`src/verilog/fsb_map.svh`:
```
// fsb_map.svh: offsets, reset values and timing counts of the bound registers
// assumes: included by bare name from the design and bench files
`ifndef FSB_MAP_SVH
`define FSB_MAP_SVH
// ----------------------------------------------------------------
// register offsets
// ----------------------------------------------------------------
`define FSB_OFS_LONG_HI 8'h1A
`define FSB_OFS_MIN_LO 8'h1B
`define FSB_OFS_MIN_HI 8'h1C
`define FSB_OFS_SHUT_LO 8'h1D
`define FSB_OFS_SHUT_HI 8'h1E
`define FSB_OFS_FW_REV 8'h1F
// ----------------------------------------------------------------
// reset values before and after firmware download
// ----------------------------------------------------------------
`define FSB_RST_MIN_LO_PRE 8'hAC
`define FSB_RST_MIN_LO_POST 8'h7E
`define FSB_RST_MIN_HI_PRE 8'h0D
`define FSB_RST_MIN_HI_POST 8'h0E
`define FSB_RST_SHUT_LO_PRE 8'h8C
`define FSB_RST_SHUT_LO_POST 8'h00
`define FSB_RST_SHUT_HI 8'h20
`define FSB_RST_FW_REV 8'h00
// ----------------------------------------------------------------
// timing counts
// ----------------------------------------------------------------
`define FSB_BUSY_FRAMES 2'h2
`endif

```
`src/verilog/fsb_pkg.sv`:
```
// fsb_pkg.sv: types shared by the bound register bank
// assumes: fsb_map.svh holds all numbers
package fsb_pkg;
    // one register access from the serial port decoder
    typedef struct packed {
        logic wr;        // write strobe, one cycle
        logic rd;        // read strobe, one cycle
        logic [7:0] addr; // register address
        logic [7:0] wdata; // write data
    } fsb_req_s;
    // applying state of staged bounds
    typedef enum logic [0:0] {FSB_IDLE, FSB_SETTLE} fsb_state_e;
endpackage

```
`src/verilog/fsb_frame_timer.sv`:
```
// fsb_frame_timer.sv: frame period counter, one tick per frame
// assumes: period in clock cycles from the same clock domain
`timescale 1ns/1ps
module fsb_frame_timer (
    input wire logic mclk_in,
    input wire logic rstn_in,
    input wire logic [15:0] period_in,
    output logic tick_out
);
    // ----------------------------------------------------------------
    // counter
    // ----------------------------------------------------------------
    logic [15:0] cnt_reg; // cycles into the frame
    logic [15:0] cnt_next;
    logic tick_next;

    // count to period - 1, then wrap and tick
    always_comb begin
        cnt_next = cnt_reg + 16'h0001;
        tick_next = 1'b0;
        if (cnt_reg + 16'h0001 >= period_in) begin
            cnt_next = 16'h0000;
            tick_next = 1'b1;
        end
    end

    // register stage
    always_ff @(posedge mclk_in or negedge rstn_in) begin
        if (!rstn_in) begin
            cnt_reg <= 16'h0000;
            tick_out <= 1'b0;
        end else begin
            cnt_reg <= cnt_next;
            tick_out <= tick_next;
        end
    end
endmodule

```
`src/verilog/fsb_bound_regs.sv`:
```
// fsb_bound_regs.sv: staged frame and shutter bound registers
// assumes: register strobes come decoded from the serial port on mclk_in
//
// Functional notes
// - shortest frame bound is 16-bit cycle count
// - frame rate is clock over period
// - reads return last written, even unapplied; longest-bound bytes read zero here
// - staged values apply on longest-bound upper byte write
// - busy shows while staged bounds apply
// - automatic mode caps shutter at bound
// - shutter bound narrows frame period choice
// - agc off: shutter bound is fixed shutter
// - shortest low resets 0xAC, 0x7E after download
// - shutter low 0x8C, 0x00 after; high 0x20
// - revision shows firmware revision, else zero
`timescale 1ns/1ps
`include "fsb_map.svh"
module fsb_bound_regs
    import fsb_pkg::*;
(
    input wire logic mclk_in,
    input wire logic rstn_in,
    input wire fsb_req_s reg_req_in,
    input wire logic fw_running_in,
    input wire logic [7:0] fw_rev_in,
    input wire logic agc_enable_in,
    input wire logic [15:0] shutter_req_in,
    input wire logic [15:0] period_req_in,
    output logic [7:0] rdata_out,
    output logic rvalid_out,
    output logic busy_out,
    output logic frame_tick_out,
    output logic [15:0] frame_period_out,
    output logic [15:0] shutter_out
);
    // ----------------------------------------------------------------
    // state
    // ----------------------------------------------------------------
    logic [15:0] min_stage_reg, min_stage_next; // readable shortest bound
    logic [15:0] shut_stage_reg, shut_stage_next; // readable shutter bound
    logic [15:0] min_app_reg, min_app_next; // shortest bound in use
    logic [15:0] shut_app_reg, shut_app_next; // shutter bound in use
    fsb_state_e state_reg, state_next; // applying state
    logic [1:0] frames_reg, frames_next; // frames seen while settling
    logic fw_seen_reg, fw_seen_next; // firmware running last cycle
    logic [7:0] rdata_next;
    logic rvalid_next;
    logic busy_next;
    logic [15:0] period_next;
    logic [15:0] shutter_next;
    logic tick; // frame end from the timer
    logic wr_min_lo, wr_min_hi, wr_shut_lo, wr_shut_hi, wr_long_hi;

    // address decode of write strobes
    assign wr_min_lo = reg_req_in.wr && reg_req_in.addr == `FSB_OFS_MIN_LO;
    assign wr_min_hi = reg_req_in.wr && reg_req_in.addr == `FSB_OFS_MIN_HI;
    assign wr_shut_lo = reg_req_in.wr && reg_req_in.addr == `FSB_OFS_SHUT_LO;
    assign wr_shut_hi = reg_req_in.wr && reg_req_in.addr == `FSB_OFS_SHUT_HI;
    assign wr_long_hi = reg_req_in.wr && reg_req_in.addr == `FSB_OFS_LONG_HI;

    // ----------------------------------------------------------------
    // frame timer
    // ----------------------------------------------------------------
    fsb_frame_timer u_timer (
        .mclk_in(mclk_in),
        .rstn_in(rstn_in),
        .period_in(frame_period_out),
        .tick_out(tick)
    );
    assign frame_tick_out = tick;

    // ----------------------------------------------------------------
    // next-state logic
    // ----------------------------------------------------------------
    always_comb begin
        min_stage_next = min_stage_reg;
        shut_stage_next = shut_stage_reg;
        min_app_next = min_app_reg;
        shut_app_next = shut_app_reg;
        state_next = state_reg;
        frames_next = frames_reg;
        fw_seen_next = fw_running_in;
        rdata_next = 8'h00;
        rvalid_next = reg_req_in.rd;
        // byte writes land in staging only
        if (wr_min_lo) begin
            min_stage_next[7:0] = reg_req_in.wdata;
        end
        if (wr_min_hi) begin
            min_stage_next[15:8] = reg_req_in.wdata;
        end
        if (wr_shut_lo) begin
            shut_stage_next[7:0] = reg_req_in.wdata;
        end
        if (wr_shut_hi) begin
            shut_stage_next[15:8] = reg_req_in.wdata;
        end
        // settling wait of two frames
        case (state_reg)
            FSB_IDLE: begin
                frames_next = 2'h0;
            end
            FSB_SETTLE: begin
                if (tick) begin
                    frames_next = frames_reg + 2'h1;
                end
                if (tick && frames_reg + 2'h1 >= `FSB_BUSY_FRAMES) begin
                    state_next = FSB_IDLE;
                end
            end
            default: begin
                state_next = FSB_IDLE;
            end
        endcase
        // longest bound upper write releases staged values
        if (wr_long_hi) begin
            min_app_next = min_stage_reg;
            shut_app_next = shut_stage_reg;
            state_next = FSB_SETTLE;
            frames_next = 2'h0;
        end
        // firmware start swaps in its defaults
        if (fw_running_in && !fw_seen_reg) begin
            min_stage_next = {`FSB_RST_MIN_HI_POST, `FSB_RST_MIN_LO_POST};
            shut_stage_next = {`FSB_RST_SHUT_HI, `FSB_RST_SHUT_LO_POST};
            min_app_next = min_stage_next;
            shut_app_next = shut_stage_next;
        end
        // read mux, unmapped reads zero
        case (reg_req_in.addr)
            `FSB_OFS_MIN_LO: rdata_next = min_stage_reg[7:0];
            `FSB_OFS_MIN_HI: rdata_next = min_stage_reg[15:8];
            `FSB_OFS_SHUT_LO: rdata_next = shut_stage_reg[7:0];
            `FSB_OFS_SHUT_HI: rdata_next = shut_stage_reg[15:8];
            `FSB_OFS_FW_REV: rdata_next = fw_running_in ? fw_rev_in : `FSB_RST_FW_REV;
            default: rdata_next = 8'h00;
        endcase
        if (!reg_req_in.rd) begin
            rdata_next = 8'h00;
        end
        busy_next = state_next == FSB_SETTLE;
    end

    // ----------------------------------------------------------------
    // exposure and frame period choice
    // ----------------------------------------------------------------
    always_comb begin
        // auto caps request, manual uses bound as is
        if (agc_enable_in && shutter_req_in < shut_app_reg) begin
            shutter_next = shutter_req_in;
        end else begin
            shutter_next = shut_app_reg;
        end
        // period never below shortest bound or shutter cap
        period_next = period_req_in;
        if (period_next < min_app_reg) begin
            period_next = min_app_reg;
        end
        if (period_next < shut_app_reg) begin
            period_next = shut_app_reg;
        end
    end

    // ----------------------------------------------------------------
    // registers
    // ----------------------------------------------------------------
    always_ff @(posedge mclk_in or negedge rstn_in) begin
        if (!rstn_in) begin
            min_stage_reg <= {`FSB_RST_MIN_HI_PRE, `FSB_RST_MIN_LO_PRE};
            shut_stage_reg <= {`FSB_RST_SHUT_HI, `FSB_RST_SHUT_LO_PRE};
            min_app_reg <= {`FSB_RST_MIN_HI_PRE, `FSB_RST_MIN_LO_PRE};
            shut_app_reg <= {`FSB_RST_SHUT_HI, `FSB_RST_SHUT_LO_PRE};
            state_reg <= FSB_IDLE;
            frames_reg <= 2'h0;
            fw_seen_reg <= 1'b0;
            rdata_out <= 8'h00;
            rvalid_out <= 1'b0;
            busy_out <= 1'b0;
            frame_period_out <= {`FSB_RST_MIN_HI_PRE, `FSB_RST_MIN_LO_PRE};
            shutter_out <= 16'h0000;
        end else begin
            min_stage_reg <= min_stage_next;
            shut_stage_reg <= shut_stage_next;
            min_app_reg <= min_app_next;
            shut_app_reg <= shut_app_next;
            state_reg <= state_next;
            frames_reg <= frames_next;
            fw_seen_reg <= fw_seen_next;
            rdata_out <= rdata_next;
            rvalid_out <= rvalid_next;
            busy_out <= busy_next;
            frame_period_out <= period_next;
            shutter_out <= shutter_next;
        end
    end
endmodule

```
`config.mk`:
```
export PLATFORM = sky130hd
export DESIGN_NAME = fsb_bound_regs
export DESIGN_NICKNAME = d
export VERILOG_FILES = /design/src/verilog/fsb_pkg.sv /design/src/verilog/fsb_frame_timer.sv /design/src/verilog/fsb_bound_regs.sv
export VERILOG_INCLUDE_DIRS = /design/src /design/src/verilog
export SDC_FILE = /design/constraint.sdc
export NUM_CORES = 1
export LEC_CHECK = 0
export BUFFER_PORTS_ARGS = -buffer_cell sky130_fd_sc_hd__buf_4
export CORE_MARGIN = 3
export CORE_UTILIZATION = 58
export DETAILED_ROUTE_END_ITERATION = 12
export GPL_TIMING_DRIVEN = 0
export PLACE_DENSITY = 0.93
export SYNTH_ARGS = -nofsm -noshare
export SYNTH_HDL_FRONTEND = slang
export SYNTH_SLANG_ARGS = --single-unit
export TNS_END_PERCENT = 20
```
`constraint.sdc`:
```
create_clock -name mclk_in -period 4.88 [get_ports mclk_in]
set_input_delay 1.464 -clock mclk_in [delete_from_list [all_inputs] [get_ports mclk_in]]
set_output_delay 1.464 -clock mclk_in [all_outputs]
set_load 0.01 [all_outputs]
```
== Word level (Yosys, flattened, before mapping) ==
Index checks and enable logic that the tools add are counted.
Widths: inputs -> output; s select.

* Input port bits: 62
* Bits in registers: 126
* Logic and storage cells: 68
* Output and inout port bits: 43

* Equality and inequality tests: 7
* Bitwise operators: 1
* Order comparisons: 5
* Reductions and logical operators: 14
* Muxes and demuxes: 24
* $add $sub $neg: 2

{| class="wikitable"
|+ Operators by type and width
! cell !! count
|-
| $mux 16 || 10
|-
| $eq 8x5->1 const B || 6
|-
| $lt 16x16->1 || 3
|-
| $mux 8 || 6
|-
| $pmux 8 s5 || 1
|-
| $add 16x1->16 const B || 1
|-
| $ge 16x16->1 || 1
|-
| $reduce_bool 2->1 || 5
|-
| $logic_and 1x1->1 || 8
|-
| $mux 1 || 4
|-
| $mux 2 || 2
|-
| $pmux 2 s2 || 1
|-
| $ne 3x1->1 const B || 1
|-
| $add 2x1->2 const B || 1
|-
| $ge 2x2->1 const B || 1
|-
| $logic_not 1->1 || 1
|-
| $not 1->1 || 1
|}

== Depth between registers and ports, before layout ==
Gate-level depths: netlist of the first run.

* Depth in word-level cells: 6
* Mapped depth: 16

== Modules after synthesis ==
A second synthesis of the first run with hierarchy kept.

* Cell total of the unflattened synthesis: 713
* Area total of the unflattened synthesis: 7263.2 sq um

{| class="wikitable"
|+ By module, submodules not included
! module !! seq. area each (sq um) !! area each (sq um) !! cells an instance !! times used
|-
| fsb_bound_regs || 2763.9 || 5816.8 || 579 || 1
|-
| fsb_frame_timer || 425.4 || 1446.4 || 134 || 1
|}

== Worst setup path after synthesis of the first run ==
Ideal clock, no wire load.

* Path kind: input to register
* Start point: input period_req_in[15]
* End point: register frame_period_out[12]
* Setup time: 0.125 ns
* Cell stages on the path: 15
* Slack: 0.043 ns
* Arrival time: 4.712 ns
* Cell sequence: ha_1 > nand4_1 > nor4_1 > a22oi_2 > nand3_4 > clkbuf_8 > mux2_2 > ha_1 > o211a_1 > a2111oi_1 > nor4_2 > a21oi_1 > mux2_4 > buf_12 > mux2_4

* Longest elaborated chain between the ends: 4

{| class="wikitable"
|+ RTL lines
! element !! line !! RTL
|-
| start, declared || fsb_bound_regs.sv:28 || <nowiki>input wire logic [15:0] period_req_in,</nowiki>
|-
| $lt 16x16->1 || fsb_bound_regs.sv:156 || <nowiki>if (period_next < min_app_reg) begin</nowiki>
|-
| $mux 16 (*) || fsb_bound_regs.sv:156 ||
|-
| $lt 16x16->1 || fsb_bound_regs.sv:159 || <nowiki>if (period_next < shut_app_reg) begin</nowiki>
|-
| $mux 16 (*) || fsb_bound_regs.sv:159 ||
|-
| named net period_next[12] || fsb_bound_regs.sv:49 || <nowiki>logic [15:0] period_next;</nowiki>
|-
| end signal, assigned || fsb_bound_regs.sv:179 || <nowiki>frame_period_out <= {`FSB_RST_MIN_HI_PRE, `FSB_RST_MIN_LO_PRE};</nowiki>
|-
| end signal, assigned || fsb_bound_regs.sv:192 || <nowiki>frame_period_out <= period_next;</nowiki>
|-
| end, declared || fsb_bound_regs.sv:33 || <nowiki>output logic [15:0] frame_period_out,</nowiki>
|}

Mark *: on every way through the listed nets, which the timed path passes. The rest lies on a longest branch.
A chain may end at the register's enable or synchronous reset.

== Worst setup path after layout of the first run ==
* Start point: input period_req_in[7]
* End point: register frame_period_out[9]

Same word-level chain as after synthesis.

==> results of run 1 <==
Yosys cell counts (3+ instances only):
cell      number
and3_1         7
dfrtp_1       97
mux2i_1       24
mux2_4        15
a21boi_0      15
a21oi_1       62
clkbuf_1      20
xor2_1         8
o211ai_1      12
nand4_1        9
o21a_1         4
ha_1          62
xnor2_1        9
a211oi_1       5
a21o_1         9
nand2b_1       6
o21ai_1        3
dfstp_2       29
nor2_1        35
nand3_1       27
inv_1         48
nor2b_1        4
mux2_2        32
nor3_1         5
a22oi_1        9
nand2_1      103
o21ai_0        9
through the flow:
step / setup TNS [ns] / std cells / hold WS [ns]
final: 0 / 985 / 0.484
after global routing: -0.0908 / 985 / 0.490
after CTS: 0 / 981 / 0.482
after detailed placement: -6.96 / 949 / 0.473
after global placement: -5.37 / 948 / 0.464
after floorplan: 0 / 701 / 0.452
cells by family after synthesis:
group / after synthesis
AOI/OAI and AO/OA: 141
xor gates and xnor gates: 17
and+or+nand+nor: 208
buffers and inverters: 76
DFF: 126
adders and majority gates: 62
muxes: 71
area by class of cell:
class                      instances  area (sq um)
buffer                            28           145
clock buffer                      24           462
clock inverter                     8          93.8
fill                             794          2960
inverter                          48           180
multi-input combinational        499          3660
sequential                       126          3190
tap                              143           179
timing repair buffer             109           842
per-layer routing:
layer / global-route usage (%) / up-vias / wire (um)
li1: - / 2716 / -
met1: 33.4 / 2831 / 7260
met2: 48.7 / 263 / 9450
met3: 4.99 / 57 / 1160
met4: 14.1 / 0 / 674
met5: 0 / - / 0
worst max-delay path, delay by kind of cell:
| family | cells | cell delay [ns] |
|---|---|---|
| AO/OA/AOI/OAI | 4 | 0.72 |
| multiplexers | 3 | 0.95 |
| buffers and inverters | 3 | 0.50 |
| adder cells (fa/ha/maj) | 2 | 0.64 |
| AND/OR/NAND/NOR | 3 | 0.76 |
worst paths after layout:
| path | from | to | slack [ns] | cells past startpoint |
|---|---|---|---|---|
| setup / recovery | period_req_in[7] | frame_period_out[9] | 0.12 | 15 |
| hold / removal | shut_stage_reg[3] | shut_app_reg[3] | 0.48 | 2 |
| hold reg to reg | shut_stage_reg[3] | shut_app_reg[3] | 0.48 | 2 |
| setup reg to reg | min_app_reg[7] | frame_period_out[9] | 0.69 | 15 |
| min in group asynchronous | rstn_in | frame_period_out[1] | 0.97 | 1 |
| max in group asynchronous | rstn_in | min_stage_reg[7] | 3.14 | 2 |
timing repair:
action                                  4_1_cts  5_1_grt
pin swaps                                     1        3
buffers inserted                              0        4
gates resized for setup                       3        2
endpoints found under the setup margin       11       14
power breakdown:
part | internal (W) | total (W) | switching (W)
Clock | 0.000760 | 0.00120 | 0.000438
Sequential | 0.00112 | 0.00117 | 0.0000573
Combinational | 0.000252 | 0.000513 | 0.000262
Total | 0.00213 | 0.00289 | 0.000757
==> impl_metrics.env, run 1 <==
export IMPL_fin_ws_ns=0.122
export IMPL_synth_area_per_cell_sq_um=10.2
export IMPL_async_flop_share_pct=100
export IMPL_cts_inserted_buffers=17
export IMPL_period_share_pct=97.5
export IMPL_die_w_um=117
export IMPL_io_pins=105
export IMPL_hold_viol_final=0
export IMPL_routedWlPerCell_um=18.8
export IMPL_worstPathRequired_ns=5.18
export IMPL_synth_compound_area_share_pct=12.7
export IMPL_crit_fanout=10
export IMPL_layout_commonest_cell="buf_4"
export IMPL_yosysUniqueCellTypes=53
export IMPL_routed_via_count=5867
export IMPL_ant_nets=0
export IMPL_fp_dieArea_sq_um=13700
export IMPL_setup_violations=0
export IMPL_synth_top_area_share_pct=34.0
export IMPL_critPathSlowestCell="nor4_4"
export IMPL_synth_area_leader_cell="dfrtp_1"
export IMPL_worst_pin_slew_ns=0.657
export IMPL_core_area_sq_um=11700
export IMPL_grt_pass1_vias=5954
export IMPL_worstPathCellList="buf_4 > ha_1 > a21oi_1 > o21ai_1 > a22oi_2 > nand3_4 > clkbuf_8 > mux2_2 > ha_1 > nand4_1 > nor4_4 > a21oi_1 > mux2_4 > buf_12 > mux2_4"
export IMPL_p_leak_nw=4.10
export IMPL_finalWirelength_mm=18.5
export IMPL_ys_flop_type="dfrtp_1"
export IMPL_gr_total_overflow=0
export IMPL_grt_max_degree=80
export IMPL_crit_path_max_incr_delay_ns=0.44
export IMPL_post_place_ws_ns=-0.526
export IMPL_grtUsageTotal_pct=28.0
export IMPL_fmax_ghz=0.210
export IMPL_dpl_cell_area_sq_um=8130
export IMPL_synth_edf_count=0
export IMPL_status="finished clean"
export IMPL_cts_hold_buf=0
export IMPL_path_class="input pin to flop"
export IMPL_numPortBuffers=104
export IMPL_synth_fa_ha_area_share_pct=10.9
export IMPL_floorplan_initialDensity_pct=61.0
export IMPL_grt_pass1_wl_mm=29.1
export IMPL_ir_drop_v=0.000254
export IMPL_ys_seq_area_share_pct=44.7
export IMPL_worstPathArrival_ns=5.06
export IMPL_synth_cells=701
export IMPL_slew_headroom_pct=55.1
export IMPL_drcViolationCount=0
export IMPL_n_antenna_cell=0
export IMPL_drtIter0Drc=373
export IMPL_synth_nets=825
export IMPL_cts_clk_slew_worst_paths_ns=0.05
export IMPL_synth_area_sq_um=7140
export IMPL_first_pass_iters=5
export IMPL_finalCriticalPeriod_ns=4.76
export IMPL_clock_sinks=126
export IMPL_maxCapViolCount=0
export IMPL_report_final_slew_viol_count=0
export IMPL_syn2layout_area_growth_pct=22.6
export IMPL_cp_end_kind="flop"
export IMPL_cts_root_buf="clkbuf_16"
export IMPL_rows=39
export IMPL_clock_skew_ns=0.00708
export IMPL_ys_seq_elements=126
export IMPL_final_layout_size_suffix_gt1_share_pct=27.6
export IMPL_nNetsFinal=953
export IMPL_power_w=0.00289
export IMPL_synth_top_family_by_area="simple AND/OR/NAND/NOR gates"
export IMPL_synthMuxAreaShare_pct=11.6
export IMPL_die_h_um=117
export IMPL_cp_start_kind="input pin"
export IMPL_cts_tree="done"
export IMPL_hold_path_class="flop to flop"
export IMPL_gp_congestion=0.926
export IMPL_yosys_top_cells_area="dfrtp_1, ha_1, dfstp_2"
export IMPL_layout_common_cells="buf_4, nand2_1, dfrtp_1"
export IMPL_via_per_inst=5.96
export IMPL_fin_util_pct=74.7
export IMPL_design_area_sq_um=8750
export IMPL_powerDensity_nw_per_um2=330
export IMPL_antenna_found_initial=0
export IMPL_yosys_area_share_simple_pct=13.5
export IMPL_clockBufferDepth=2
export IMPL_hpwl_mm=13.6
export IMPL_htreeDepth=4
export IMPL_synth_xor_area_share_pct=2.09
export IMPL_clkLatencyLatePin_ns=0.42
export IMPL_yosys_warnings=0
Power figures use the tool's default switching activity.
==> inputs of run 2 (changes only) <==
--- a/config.mk
+++ b/config.mk
@@ -6,6 +6,7 @@
 export SDC_FILE = /design/constraint.sdc
 export NUM_CORES = 1
 export LEC_CHECK = 0
+export ABC_AREA = 1
 export BUFFER_PORTS_ARGS = -buffer_cell sky130_fd_sc_hd__buf_4
 export CORE_MARGIN = 3
 export CORE_UTILIZATION = 58
==> run 2 against run 1 <==
Compared with the run above:
- clock power rose by 5%
- worst hold slack improved by 0.0059 ns
- count of clock-buffer cells in the layout shrank 4
- combinational power rose by 24%
- critical path depth up 2
- global-route usage grew 1.0 points
- maximum frequency up 3.3%
- die area down 2.8%
- final cell count rose by 13%
- sequential cell count unchanged
- sequential power hardly changed
==> impl_metrics.env, run 2 <==
export IMPL_cts_tree="done"
export IMPL_p_clk_share_pct=40.7
export IMPL_cts_resized=0
export IMPL_fmax_ghz=0.217
export IMPL_synth_common_cells="nand2_1, inv_1, dfrtp_1, o21ai_0, nor2_1"
export IMPL_fp_dieArea_sq_um=13300
export IMPL_combPwrFrac_pct=20.6
export IMPL_via_per_inst=5.71
export IMPL_post_place_ws_ns=-0.00161
export IMPL_cts_root_buf="clkbuf_16"
export IMPL_crit_fanout=10
export IMPL_power_w=0.00310
export IMPL_io_pins=105
export IMPL_ys_seq_elements=126
export IMPL_report_final_slew_viol_count=0
export IMPL_gp_congestion=0.929
export IMPL_first_pass_iters=6
export IMPL_worstPathArrival_ns=4.96
export IMPL_antenna_found_initial=0
export IMPL_routedWlPerCell_um=16.5
export IMPL_die_h_um=115
export IMPL_cp_start_kind="input pin"
export IMPL_synthMuxAreaShare_pct=0
export IMPL_fin_ws_ns=0.273
export IMPL_grt_pass1_vias=6273
export IMPL_gr_total_overflow=0
export IMPL_yosys_warnings=0
export IMPL_synth_top_area_share_pct=35.0
export IMPL_synth_edf_count=0
export IMPL_cts_clk_slew_worst_paths_ns=0.05
export IMPL_clock_sinks=126
export IMPL_ys_seq_area_share_pct=46.1
export IMPL_clkLatencyLatePin_ns=0.43
export IMPL_synth_nets=960
export IMPL_fin_tns_setup_ns=0
export IMPL_rsz0062_at_grt="false"
export IMPL_drcViolationCount=0
export IMPL_ant_nets=0
export IMPL_worst_pin_slew_ns=0.681
export IMPL_synth_xor_area_share_pct=1.14
export IMPL_synth_top_family_by_area="simple AND/OR/NAND/NOR gates"
export IMPL_switchingPower_w=0.000882
export IMPL_synth_cells=836
export IMPL_synth_area_sq_um=6930
export IMPL_finalWirelength_mm=18.4
export IMPL_nNetsFinal=1084
export IMPL_synth_fa_ha_area_share_pct=11.2
export IMPL_hpwl_mm=13.9
export IMPL_intPower_w=0.00222
export IMPL_syn2layout_area_growth_pct=22.9
export IMPL_grt_pass1_wl_mm=29.8
export IMPL_p_leak_nw=4.31
export IMPL_period_share_pct=94.4
export IMPL_whs_path_depth=2
export IMPL_routed_via_count=6372
export IMPL_synth_most_common_cell="nand2_1"
export IMPL_die_w_um=115
export IMPL_grt_max_degree=85
export IMPL_floorplan_initialDensity_pct=59.9
export IMPL_drtIter0Drc=556
export IMPL_grtUsageTotal_pct=29.0
export IMPL_synth_area_leader_cell="dfrtp_1"
export IMPL_cts_hold_buf=0
export IMPL_layout_common_cells="nand2_1, inv_1, buf_4"
export IMPL_layout_commonest_cell="nand2_1"
export IMPL_cp_end_kind="flop"
export IMPL_dp_cells=1084
export IMPL_htreeDepth=4
export IMPL_final_cells=1116
export IMPL_final_layout_size_suffix_gt1_share_pct=19.7
export IMPL_synth_area_per_cell_sq_um=8.28
export IMPL_yosys_top_cells_area="dfrtp_1, ha_1, dfstp_2"
export IMPL_ir_drop_v=0.000255
export IMPL_status="finished clean"
export IMPL_yosysUniqueCellTypes=38
export IMPL_rr_worst_depth=20
export IMPL_clockBufferDepth=2
export IMPL_slew_headroom_pct=54.2
export IMPL_yosys_area_share_simple_pct=20.2
export IMPL_async_flop_share_pct=100
export IMPL_cts_inserted_buffers=17
export IMPL_clock_skew_ns=0.0103
export IMPL_core_area_sq_um=11600
export IMPL_hold_path_class="flop to flop"
export IMPL_synth_compound_area_share_pct=13.6
export IMPL_powerDensity_nw_per_um2=364
export IMPL_maxCapViolCount=0
export IMPL_switching_share_pct=28.5
export IMPL_hold_viol_final=0
export IMPL_worstPathRequired_ns=5.23
export IMPL_seq_power_share_pct=38.8
export IMPL_finalCriticalPeriod_ns=4.61
export IMPL_n_antenna_cell=0
export IMPL_ys_flop_type="dfrtp_1"
export IMPL_numPortBuffers=104
export IMPL_postCtsSetupBuffers=0
export IMPL_rows=39
export IMPL_setup_violations=0
export IMPL_path_class="input pin to flop"
run 2: path summary, 6_finish.rpt:
kind	start	end	slack [ns]
max	period_req_in[15]	frame_period_out[14]	0.27
min	shut_app_reg[7]	frame_period_out[7]	0.49
max reg2reg	min_app_reg[11]	frame_period_out[14]	0.91
min reg2reg	shut_app_reg[7]	frame_period_out[7]	0.49
max in group asynchronous	rstn_in	min_app_reg[7]	3.16
min in group asynchronous	rstn_in	rvalid_out	0.95
run 2: area by class of cell:
cell class | instances | area, sq um
plain buffers | 25 | 115
multi-input cells | 570 | 3190
fillers | 822 | 3060
clock buffers | 20 | 447
inverters | 115 | 432
repair buffers | 105 | 812
clock inverters | 12 | 145
well taps | 143 | 179
flip-flops and latches | 126 | 3190
run 2: cells by family (layout without fill, tap and decap cells):
family          Yosys count  count (layout)
simple gates            324             324
compound gates          175             175
buf+inv                 140             277
flops                   126             126
fa+ha+maj                62              62
xor+xnor                  9               9
run 2: stage by stage:
| stage | utilization [%] | hold WS, ns | instance area [sq um] |
|---|---|---|---|
| global placement | 68.2 | 0.469 | 7890 |
| detailed placement | 68.5 | 0.473 | 7920 |
| CTS | 73.6 | 0.483 | 8510 |
| finish | 73.6 | 0.489 | 8510 |
| floorplan | - | 0.453 | 6930 |
| global route | 73.6 | 0.514 | 8510 |
run 2: per-layer routing:
metal  global-route usage (%)  share of wire (%)  wire [um]  vias to the layer above
met1                     34.5                 38       6950                     2953
met3                     8.37                8.8       1630                       76
met2                     48.5                 49       9010                      342
met5                        0                  0          0                        -
met4                     14.0                4.6        857                        0
li1                         -                  -          -                     3001
run 2: worst max-delay path, stage by stage:
cell and delay [ns]:
buf_4 0.13, ha_1 0.33, a21oi_1 0.14, o21ai_0 0.12, nor2_1 0.20, nand2_2 0.11, clkbuf_1 0.21, o21ai_0 0.36
ha_1 0.33, a21oi_1 0.17, nor2_1 0.06, a211oi_1 0.22, o221a_2 0.24, buf_2 0.20, clkbuf_1 0.40, nand3_1 0.15
nand2_1 0.11
run 2: power by group through the flow:
stage / Sequential (W) / Combinational (W) / Clock [W]
floorplan: 0.00122 / 0.000381 / 0
global placement: 0.00121 / 0.000592 / 0
detailed placement: 0.00122 / 0.000626 / 0
CTS: 0.00120 / 0.000636 / 0.00127
global route: 0.00121 / 0.000726 / 0.00132
finish: 0.00120 / 0.000638 / 0.00126
